[src/logic/psc_pkg.sv]
/*
 power-on strap configuration package: register offsets, strap field layout,
 reset values and decoded setting types.
 assumes a plain register port with read data one cycle after the read strobe.
*/
// How it works
// strap 9 low enables double-rate port mode; strap 5 picks PCI or graphics port
// strap 8:7 picks TV standard: 01 NTSC, 10 PAL, 11 off, 00 reserved
// strap 6 reports reference clock: 0 is 13.5MHz, 1 is 14.31818MHz
// strap 4 low gives 64-bit framebuffer, upper half tristated; high gives 128-bit
// strap 3 high makes power registers present and picks the second chip identifier
// strap 2 picks memory type: 0 is 16Mbit parts, 1 is 8Mbit two-bank
// strap 1 low gives subsystem IDs of zero, writable by firmware
// strap 1 high loads subsystem IDs from boot ROM bytes 0x54 to 0x57
// firmware must write subsystem IDs before enumeration runs
// strap 0 drives the 66MHz-capable configuration bit
// straps are caught at reset release; system bus floats until then
// shadow register mirrors straps; bit 11 selects shadow over latches; here the shadow resets to zero, loaded only by writes
// writing boot configuration updates the shadow only
// reading boot configuration returns the selected source
// latched straps hold until next reset; settings follow the selected source
package psc_pkg;
    localparam int          STRAP_WIDTH      = 10;
    localparam logic [23:0] BOOT_CFG_ADDR    = 24'h101000;
    localparam logic [23:0] SUBSYS_ADDR      = 24'h101004;
    localparam logic [23:0] ROM_SUBSYS_LO    = 24'h000054;
    localparam logic [23:0] ROM_SUBSYS_HI    = 24'h000057;
    localparam int          OVERRIDE_BIT     = 11;
    localparam int          AGP_RATE_BIT     = 9;
    localparam int          TV_HI_BIT        = 8;
    localparam int          TV_LO_BIT        = 7;
    localparam int          CRYSTAL_BIT      = 6;
    localparam int          HOST_IF_BIT      = 5;
    localparam int          RAM_WIDTH_BIT    = 4;
    localparam int          PWR_MGMT_BIT     = 3;
    localparam int          RAM_TYPE_BIT     = 2;
    localparam int          SUBSYS_SRC_BIT   = 1;
    localparam int          BUS_SPEED_BIT    = 0;
    localparam logic [9:0]  SHADOW_RESET     = 10'h000;
    localparam logic [31:0] SUBSYS_RESET     = 32'h00000000;
    localparam logic [7:0]  ROM_LOAD_BYTES   = 8'h04;

    typedef enum logic [1:0] {
        PSC_TV_RESERVED = 2'b00,
        PSC_TV_NTSC     = 2'b01,
        PSC_TV_PAL      = 2'b10,
        PSC_TV_OFF      = 2'b11
    } psc_tv_type;

    typedef enum logic [1:0] {
        PSC_WAIT_RELEASE = 2'b00,
        PSC_ROM_FETCH    = 2'b01,
        PSC_RUNNING      = 2'b10
    } psc_state_type;
endpackage : psc_pkg

[src/logic/psc_decode_if.sv]
/*
 interface carrying the selected strap word and its decoded settings.
 assumes one clock domain; the top module drives the strap word, the decoder drives the settings.
*/
`timescale 1ns/1ns
interface psc_decode_if;
    import psc_pkg::*;
    logic [STRAP_WIDTH-1:0] strapWord;
    logic                   agpDoubleRate;
    logic                   hostIsAgp;
    psc_tv_type             tvMode;
    logic                   refClock14m;
    logic                   wideFrameBuffer;
    logic                   powerMgmtPresent;
    logic                   memType8m;
    logic                   subsysFromRom;
    logic                   busSpeed66;
    modport dec (input strapWord, output agpDoubleRate, hostIsAgp, tvMode, refClock14m,
                 wideFrameBuffer, powerMgmtPresent, memType8m, subsysFromRom, busSpeed66);
    modport use_side (input strapWord, agpDoubleRate, hostIsAgp, tvMode, refClock14m,
                      wideFrameBuffer, powerMgmtPresent, memType8m, subsysFromRom,
                      busSpeed66);
endinterface : psc_decode_if

[src/logic/psc_strap_config.sv]
/*
 power-on strap configuration loader: latches straps at reset release, holds a
 shadow with override select, decodes settings, fetches subsystem IDs from ROM.
 assumes strap pins and ROM data synchronous to core_clk; ROM answers next cycle.
*/
// Implementation choices: strobed register access and the register addresses.
`timescale 1ns/1ns
module psc_strap_config
    import psc_pkg::*;
#(
    parameter logic [15:0] CHIP_ID_LEGACY = 16'h0a00, // arbitrary value
    parameter logic [15:0] CHIP_ID_POWER  = 16'h0a01  // arbitrary value
)(
    input  wire logic                   core_clk,
    input  wire logic                   arst_n,
    input  wire logic [STRAP_WIDTH-1:0] strap_pins,
    input  wire logic [23:0]            regAddr,
    input  wire logic [31:0]            regWrData,
    input  wire logic                   regWr,
    input  wire logic                   regRd,
    output logic      [31:0]            regRdData,
    output logic      [23:0]            romAddr,
    output logic                        romRd,
    input  wire logic [7:0]             romData,
    output logic                        sysBusEnable,
    output logic                        agpDoubleRate,
    output logic                        hostIsAgp,
    output logic      [1:0]             tvMode,
    output logic                        refClock14m,
    output logic                        fbUpperEnable,
    output logic                        powerMgmtPresent,
    output logic      [15:0]            chip_identifier,
    output logic                        memType8m,
    output logic      [31:0]            subsysIds,
    output logic                        subsysWritable,
    output logic                        busSpeed66
);
    // the field layout below is fixed at ten straps
    if (STRAP_WIDTH != 10) begin : g_width_check
        $error("strap width must be 10");
    end

    logic [STRAP_WIDTH-1:0] strapLatch;
    logic [STRAP_WIDTH-1:0] shadow;
    logic                   overrideSel;
    logic [31:0]            subsys;
    logic [7:0]             fetchCount;
    logic                   fetchPending;
    psc_state_type          state;
    psc_decode_if           dif ();

    // decoded outputs only ever see the selected source
    assign dif.strapWord = overrideSel ? shadow : strapLatch;

    psc_strap_decode u_decode (
        .dif (dif)
    );

    // catch straps at the first clock after release; no async load from pins
    always_ff @(posedge core_clk or negedge arst_n) begin
        if (!arst_n) begin
            state        <= PSC_WAIT_RELEASE;
            strapLatch   <= SHADOW_RESET;
            fetchCount   <= 8'h00;
            fetchPending <= 1'b0;
        end else begin
            fetchPending <= 1'b0;
            case (state)
                PSC_WAIT_RELEASE: begin
                    strapLatch <= strap_pins;
                    state      <= strap_pins[SUBSYS_SRC_BIT] ? PSC_ROM_FETCH : PSC_RUNNING;
                end
                PSC_ROM_FETCH: begin
                    // strobe and capture alternate, so each byte takes two cycles
                    if (!fetchPending) begin
                        fetchPending <= 1'b1;
                    end else if (fetchCount == ROM_LOAD_BYTES - 8'h01) begin
                        state        <= PSC_RUNNING;
                    end else begin
                        fetchCount   <= fetchCount + 8'h01;
                    end
                end
                PSC_RUNNING: ;
                default: state <= PSC_WAIT_RELEASE;
            endcase
        end
    end

    assign romRd        = (state == PSC_ROM_FETCH) && !fetchPending;
    assign romAddr      = ROM_SUBSYS_LO + {16'h0000, fetchCount};
    assign sysBusEnable = (state != PSC_WAIT_RELEASE);

    // shadow register and override select
    always_ff @(posedge core_clk or negedge arst_n) begin
        if (!arst_n) begin
            shadow      <= SHADOW_RESET;
            overrideSel <= 1'b0;
        end else if (regWr && regAddr == BOOT_CFG_ADDR && sysBusEnable) begin
            shadow      <= regWrData[STRAP_WIDTH-1:0];
            overrideSel <= regWrData[OVERRIDE_BIT];
        end
    end

    // subsystem IDs: zero and writable, or loaded byte by byte from ROM
    always_ff @(posedge core_clk or negedge arst_n) begin
        if (!arst_n) begin
            subsys <= SUBSYS_RESET;
        end else if (state == PSC_ROM_FETCH && fetchPending) begin
            subsys <= {romData, subsys[31:8]};
        end else if (regWr && regAddr == SUBSYS_ADDR && state == PSC_RUNNING
                     && !dif.subsysFromRom) begin
            subsys <= regWrData;
        end
    end

    // read port: data in the cycle after the strobe; unmapped reads zero
    always_ff @(posedge core_clk or negedge arst_n) begin
        if (!arst_n) begin
            regRdData <= 32'h00000000;
        end else if (regRd) begin
            case (regAddr)
                BOOT_CFG_ADDR: regRdData <= {20'h00000, overrideSel, 1'b0, dif.strapWord};
                SUBSYS_ADDR:   regRdData <= subsysIds;
                default:       regRdData <= 32'h00000000;
            endcase
        end else begin
            regRdData <= 32'h00000000;
        end
    end

    assign agpDoubleRate    = dif.agpDoubleRate;
    assign hostIsAgp        = dif.hostIsAgp;
    assign tvMode           = dif.tvMode;
    assign refClock14m      = dif.refClock14m;
    assign fbUpperEnable    = dif.wideFrameBuffer;
    assign powerMgmtPresent = dif.powerMgmtPresent;
    assign chip_identifier  = dif.powerMgmtPresent ? CHIP_ID_POWER : CHIP_ID_LEGACY;
    assign memType8m        = dif.memType8m;
    // firmware source shows zero until PSC_RUNNING, then the stored word; ROM source shows the word as it fills
    assign subsysIds        = dif.subsysFromRom ? subsys : (state == PSC_RUNNING ? subsys
                                                              : SUBSYS_RESET);
    assign subsysWritable   = !dif.subsysFromRom;
    assign busSpeed66       = dif.busSpeed66;

    property p_latch_hold;
        @(posedge core_clk) disable iff (!arst_n)
        (state == PSC_RUNNING) |=> $stable(strapLatch);
    endproperty
    a_latch_hold: assert property (p_latch_hold) else $error("strap latch changed");

    property p_bus_float;
        @(posedge core_clk) disable iff (!arst_n)
        $rose(sysBusEnable) |-> $past(state) == PSC_WAIT_RELEASE
            && strapLatch == $past(strap_pins);
    endproperty
    a_bus_float: assert property (p_bus_float) else $error("bus driven before capture");

    property p_select;
        @(posedge core_clk) disable iff (!arst_n)
        dif.strapWord == (overrideSel ? shadow : strapLatch);
    endproperty
    a_select: assert property (p_select) else $error("wrong strap source");

    property p_write_shadow;
        @(posedge core_clk) disable iff (!arst_n)
        (regWr && regAddr == BOOT_CFG_ADDR && sysBusEnable)
            |=> shadow == $past(regWrData[9:0]) && $stable(strapLatch);
    endproperty
    a_write_shadow: assert property (p_write_shadow) else $error("shadow write lost");

    property p_read_boot;
        @(posedge core_clk) disable iff (!arst_n)
        (regRd && regAddr == BOOT_CFG_ADDR) |=> regRdData[9:0] == $past(dif.strapWord);
    endproperty
    a_read_boot: assert property (p_read_boot) else $error("boot read wrong");

    property p_agp_rate;
        @(posedge core_clk) disable iff (!arst_n)
        agpDoubleRate != dif.strapWord[9] && hostIsAgp == dif.strapWord[5];
    endproperty
    a_agp_rate: assert property (p_agp_rate) else $error("port mode decode wrong");

    property p_tv;
        @(posedge core_clk) disable iff (!arst_n)
        tvMode == dif.strapWord[8:7] && refClock14m == dif.strapWord[6];
    endproperty
    a_tv: assert property (p_tv) else $error("tv or clock decode wrong");

    property p_width;
        @(posedge core_clk) disable iff (!arst_n)
        fbUpperEnable == dif.strapWord[4] && memType8m == dif.strapWord[2];
    endproperty
    a_width: assert property (p_width) else $error("memory decode wrong");

    property p_chip_id;
        @(posedge core_clk) disable iff (!arst_n)
        chip_identifier == (dif.strapWord[3] ? CHIP_ID_POWER : CHIP_ID_LEGACY);
    endproperty
    a_chip_id: assert property (p_chip_id) else $error("chip identifier wrong");

    property p_subsys_zero;
        @(posedge core_clk) disable iff (!arst_n)
        (state == PSC_WAIT_RELEASE) ##1 !dif.subsysFromRom |-> subsysIds == 32'h00000000;
    endproperty
    a_subsys_zero: assert property (p_subsys_zero) else $error("subsystem not zero");

    property p_rom_fetch;
        @(posedge core_clk) disable iff (!arst_n)
        $rose(state == PSC_ROM_FETCH) |-> ##[1:9] (state == PSC_RUNNING);
    endproperty
    a_rom_fetch: assert property (p_rom_fetch) else $error("rom fetch stuck");

    property p_speed;
        @(posedge core_clk) disable iff (!arst_n)
        busSpeed66 == dif.strapWord[0];
    endproperty
    a_speed: assert property (p_speed) else $error("bus speed bit wrong");

    property p_rom_strobe;
        @(posedge core_clk) disable iff (!arst_n)
        romRd |-> (romAddr >= ROM_SUBSYS_LO && romAddr <= ROM_SUBSYS_HI) ##1 !romRd;
    endproperty
    a_rom_strobe: assert property (p_rom_strobe) else $error("rom strobe wrong");

    property p_subsys_write;
        @(posedge core_clk) disable iff (!arst_n)
        (regWr && regAddr == SUBSYS_ADDR && state == PSC_RUNNING && !dif.subsysFromRom)
            |=> subsysIds == $past(regWrData);
    endproperty
    a_subsys_write: assert property (p_subsys_write) else $error("subsystem write lost");
endmodule : psc_strap_config

[src/logic/psc_strap_decode.sv]
/*
 decodes the selected strap word into individual settings.
 assumes the word is already the selected source.
*/
`timescale 1ns/1ns
module psc_strap_decode
    import psc_pkg::*;
(
    psc_decode_if.dec dif
);
    assign dif.agpDoubleRate    = ~dif.strapWord[AGP_RATE_BIT];
    assign dif.hostIsAgp        = dif.strapWord[HOST_IF_BIT];
    assign dif.tvMode           = psc_tv_type'(dif.strapWord[TV_HI_BIT:TV_LO_BIT]);
    assign dif.refClock14m      = dif.strapWord[CRYSTAL_BIT];
    assign dif.wideFrameBuffer  = dif.strapWord[RAM_WIDTH_BIT];
    assign dif.powerMgmtPresent = dif.strapWord[PWR_MGMT_BIT];
    assign dif.memType8m        = dif.strapWord[RAM_TYPE_BIT];
    assign dif.subsysFromRom    = dif.strapWord[SUBSYS_SRC_BIT];
    assign dif.busSpeed66       = dif.strapWord[BUS_SPEED_BIT];
endmodule : psc_strap_decode

[config.mk]
export PLATFORM = sky130hd
export DESIGN_NAME = psc_strap_config
export DESIGN_NICKNAME = d
export VERILOG_FILES = /design/src/logic/psc_pkg.sv /design/src/logic/psc_decode_if.sv /design/src/logic/psc_strap_config.sv /design/src/logic/psc_strap_decode.sv
export SDC_FILE = /design/constraint.sdc
export NUM_CORES = 1
export LEC_CHECK = 0
export BUFFER_PORTS_ARGS = -buffer_cell sky130_fd_sc_hd__buf_2
export CAP_MARGIN = 20
export CORE_MARGIN = 8
export CORE_UTILIZATION = 37
export DETAILED_ROUTE_END_ITERATION = 8
export PLACE_DENSITY = 0.72
export SYNTH_ARGS = -nofsm -noshare
export SYNTH_HDL_FRONTEND = slang
export SYNTH_SLANG_ARGS = --single-unit
[constraint.sdc]
create_clock -name core_clk -period 3.75 [get_ports core_clk]
set_clock_uncertainty 0.2 [all_clocks]
set_input_delay 0.5625 -clock core_clk [delete_from_list [all_inputs] [get_ports core_clk]]
set_output_delay 0.5625 -clock core_clk [all_outputs]
set_load 0.1 [all_outputs]
== Word-level counts from Yosys, hierarchy flattened ==
Index checks and enable logic that the tools add are counted.
W data, S select, Z words.
Word-level totals
  bits in registers: 96
  latch bits: 0
  RAM bits: 0
  bits in read-only memories: 0
  input bits: 78
  memories: 0
Operators by class
  add/subtract/negate cells: 2
  multiply operators: 0
  divide/modulo/power cells: 0
  $lt $le $gt $ge: 0
  eq/ne operators: 7
  shift operators: 0
  muxes and demuxes: 14
  bitwise gates (word level): 3
  reductions and logical operators: 14
Operator list (number)
  $mux W32: 5
  $pmux W32 S2: 1
  $eq A24 B21 Y1 const B: 2
  $mux W10: 1
  $add A7 B8 Y9 const A: 1
  $add A8 B1 Y8 const B: 1
  $eq A8 B2 Y1 const B: 1
  $logic_and A1 B1 Y1: 7
  $mux W2: 3
  $pmux W2 S3: 1
  $reduce_and A3 Y1: 2
  $ne A2 B2 Y1 const B: 2
  $reduce_bool A2 Y1: 2
  $mux W1: 3
  $not A1 Y1: 3
  $eq A2 B1 Y1 const B: 1
  $eq A2 B2 Y1 const B: 1
  $logic_not A1 Y1: 2
  $logic_not A2 Y1: 1

== Longest topological paths before layout ==
  word-level depth: 6
  gate-level depth with buffers: 6
  mapped depth without buffers: 6

== Hierarchy ==
From an unflattened synthesis, not the netlist that was laid out.
Second synthesis, totals
  cell total of the unflattened synthesis: 477
  area, all modules: 4984.8 µm²
By module, submodules not included
  psc_strap_config: instances 1, cells each 467, area an instance 4913.5 µm², seq. area each 2402.3 µm²
  psc_strap_decode: instances 1, cells each 10, area an instance 71.3 µm², seq. area each 0.0 µm²

== Worst setup path after synthesis ==
OpenSTA, ideal clock, no wires.
  path type: reg-to-output
  start: register overrideSel
  end: output subsysIds[10]
  arrival time: 3.393 ns
  setup slack: -0.405 ns
  cell stages (with the launch flop): 5
  path buffers: 1
  cell sequence: dfrtp_1 > mux2i_1 > o21ai_0 > clkbuf_1 > and2_1
Between the ends
  longest elaborated chain between the ends: 2
Ends and longest elaborated chain
  start: declaration: line psc_strap_config.sv:45  | logic overrideSel;
  start signal: assignment: line psc_strap_config.sv:100  | overrideSel <= regWrData[OVERRIDE_BIT];
  $mux W10: line psc_strap_config.sv:53  | assign dif.strapWord = overrideSel ? shadow : strapLatch;
  $mux W32: line psc_strap_config.sv:140  | assign subsysIds = dif.subsysFromRom ? subsys : (state == PSC_RUNNING ? subsys
  end: declaration: line psc_strap_config.sv:34  | output logic [31:0] subsysIds,
No other way between the ends.

== Final worst setup path ==
  start: register overrideSel
  end: output subsysIds[9]
The elaborated chain is that of the path after synthesis.

==> out/metrics.cfg <==
[status]
status=completed

[worst_setup_path]
end_kind=primary output
r2r_end=subsys[7]
worstSetupEndpoint=subsysIds[9]
reg2regPathDepth=5
cp.arrival_ns=2.26
critical_path.max_fanout=33
reg2reg_slack_ns=1.03
timing.rr.start=overrideSel
cp-start-kind=flop
critical_path_class=reg -> out
worstSetupStartpoint=overrideSel
cp.required_ns=2.99

[global_routing]
grt_overflow=0
grt_usage=0.153
grt_pass1_vias=3726
antenna_found_initial=0
grt_max_degree=82
grt_pass1_wl_um=19700

[yosys]
synth-edff-count=0
yosysSeqAreaShare=0.509
syn_inst=372
synth.distinct_cells=43
ys_warn_count=0
syn_area_per_cell_um2=12.7
syn_area_um2=4720
synthArstFlopShare=1.00
ys.flop_type=dfrtp_1
yosys_register_bits=96

[cells_and_area]
layout_common_cells=buf_2, dfrtp_1, mux2_2
final_nets=615
antenna_cells=0
syn_to_final_growth_pct=25.7
mostFrequentLayoutCell=buf_2
layout-drive-gt1-share=0.527

[drt]
drtIter0Drc=147
vias_per_cell=4.70
first_pass_iters=4
dr_total_vias=3341
wl_um=12700
drtAntennaViolNets=0
drc=0
wl_per_cell_um=17.8

[floorplanning]
start_util=0.377
die_x_um=129
die_h_um=129
num_rows=41
coreArea_um2=12500
die-area_um2=16600
io_pins=194

[timing]
worst_slew_pin_slew_ns=0.829
whs_ns=0.260
slew_violations=0
fin_tns_setup_ns=0
max_freq_mhz=331
rsz0062_at_grt=no
fin_crit_sh=0.806
finalHoldViolCount=0
setup_viol=0
min_period_ns=3.02
relSlewSlack=0.439

[clocking]
post_cts_buffers=0
cts_max_level=3
cts.sinks=96
ctsHoldBuffers=0
clockBufferDepth=2
cts_root_buffer=clkbuf_16
cts_resized=0
cts_tree=built
numCtsBuffers=9
clock_latency_ns=0.34
clkTransAtPathRegs_ns=0.07

[run]
maxCapViolCount=0

[power]
power.static_leakage_nw=3.14
powerDensity_nw_per_um2=368
irDropWorstVdd_mv=0.188
total_power_mw=2.18

[placed_design]
port-buffer-count=163
gp_congestion=0.792
post-dp-hpwl_um=9490

[worst_hold_path]
hold_path_class=in -> reg
hold_depth=2

==> worst min path at each step <==
stage	start	end	slack [ns]
finish	strap_pins[8]	strapLatch[8]	0.26
global route	strap_pins[1]	state[1]	0.26
CTS	arst_n	regRdData[25]	0.23
detailed placement	shadow[8]	shadow[8]	0.29
global placement	fetchPending	fetchPending	0.28
floorplan	arst_n	fetchCount[0]	0.07
==> through the flow <==
stage | instance area, um^2 | util | instances | worst slack, ns
6_report | 5930 | 0.473 | 711 | 0.726
5_1_grt | 5930 | 0.473 | 711 | 0.576
4_1_cts | 5890 | 0.470 | 709 | 0.699
3_5_place_dp | 5600 | 0.448 | 693 | 0.968
3_3_place_gp | 5600 | 0.448 | 693 | 1.03
2_1_floorplan | 4820 | - | 400 | 0.277
==> state kept, by name, indices dropped and copies added (netlist names) <==
name / count
fetchPending: 1
overrideSel: 1
shadow: 10
regRdData: 32
subsys: 32
state: 2
strapLatch: 10
fetchCount: 8
==> where the power goes <==
part	total [mW]	internal, mW	switching (mW)
clock network	0.873	0.486	0.386
registers	1.04	1.04	0.00424
logic	0.267	0.0523	0.215
==> worst max-delay path, cell delays in order (launching register included) <==
cell     delay (ns)
dfrtp_1        0.71
mux2i_2        0.40
o21ai_2        0.09
buf_4          0.24
and2_1         0.19
buf_2          0.29
==> cell families (layout without fill, tap and decap cells) <==
family	after synthesis	after routing	synth area share
other cells	2	30	0.00159
fa+ha+maj	3	3	0.00796
compound gates	34	34	0.0690
xor+xnor	11	11	0.0204
buf+inv	58	197	0.0788
simple gates	98	98	0.146
flops	96	96	0.509
mux	70	70	0.167
==> cells in the mapped netlist (2+ instances only) <==
| master | n | area share |
|---|---|---|
| mux2_2 | 68 | 0.16 |
| nor4_1 | 3 | 0.0040 |
| buf_4 | 34 | 0.054 |
| dfrtp_1 | 96 | 0.51 |
| conb_1 | 2 | 0.0016 |
| nand2_1 | 2 | 0.0016 |
| ha_1 | 3 | 0.0080 |
| nor2b_1 | 2 | 0.0027 |
| nand3_1 | 3 | 0.0032 |
| a22o_1 | 9 | 0.017 |
| xor2_1 | 2 | 0.0037 |
| mux2i_1 | 2 | 0.0042 |
| nand4_1 | 4 | 0.0053 |
| clkbuf_1 | 11 | 0.0088 |
| and2_1 | 54 | 0.072 |
| nor4_4 | 2 | 0.0090 |
| buf_2 | 3 | 0.0032 |
| o221a_2 | 3 | 0.0072 |
| o21ai_0 | 3 | 0.0032 |
| o2bb2ai_1 | 2 | 0.0037 |
| inv_1 | 6 | 0.0048 |
| or2_2 | 13 | 0.017 |
| nor2_1 | 3 | 0.0024 |
| a21oi_1 | 2 | 0.0021 |
| buf_6 | 3 | 0.0072 |
| o21a_1 | 2 | 0.0032 |
| xnor2_1 | 9 | 0.017 |
| o221a_1 | 10 | 0.024 |
| nor3b_1 | 2 | 0.0032 |
==> final cells by class <==
type	count	area [um^2]
inverters	6	22.5
flip-flops and latches	96	2400
well taps	172	215
multi-input cells	246	2070
clock buffers	12	256
clock inverters	4	28.8
repair buffers	175	931
fillers	1189	6590
==> routing by layer <==
layer | GRT usage | wire length (um)
met5 | 0 | 0
met4 | 0.0581 | 205
met3 | 0.0426 | 848
met2 | 0.268 | 6520
met1 | 0.174 | 5110
Note: power is estimated with default switching activity, not from simulation.
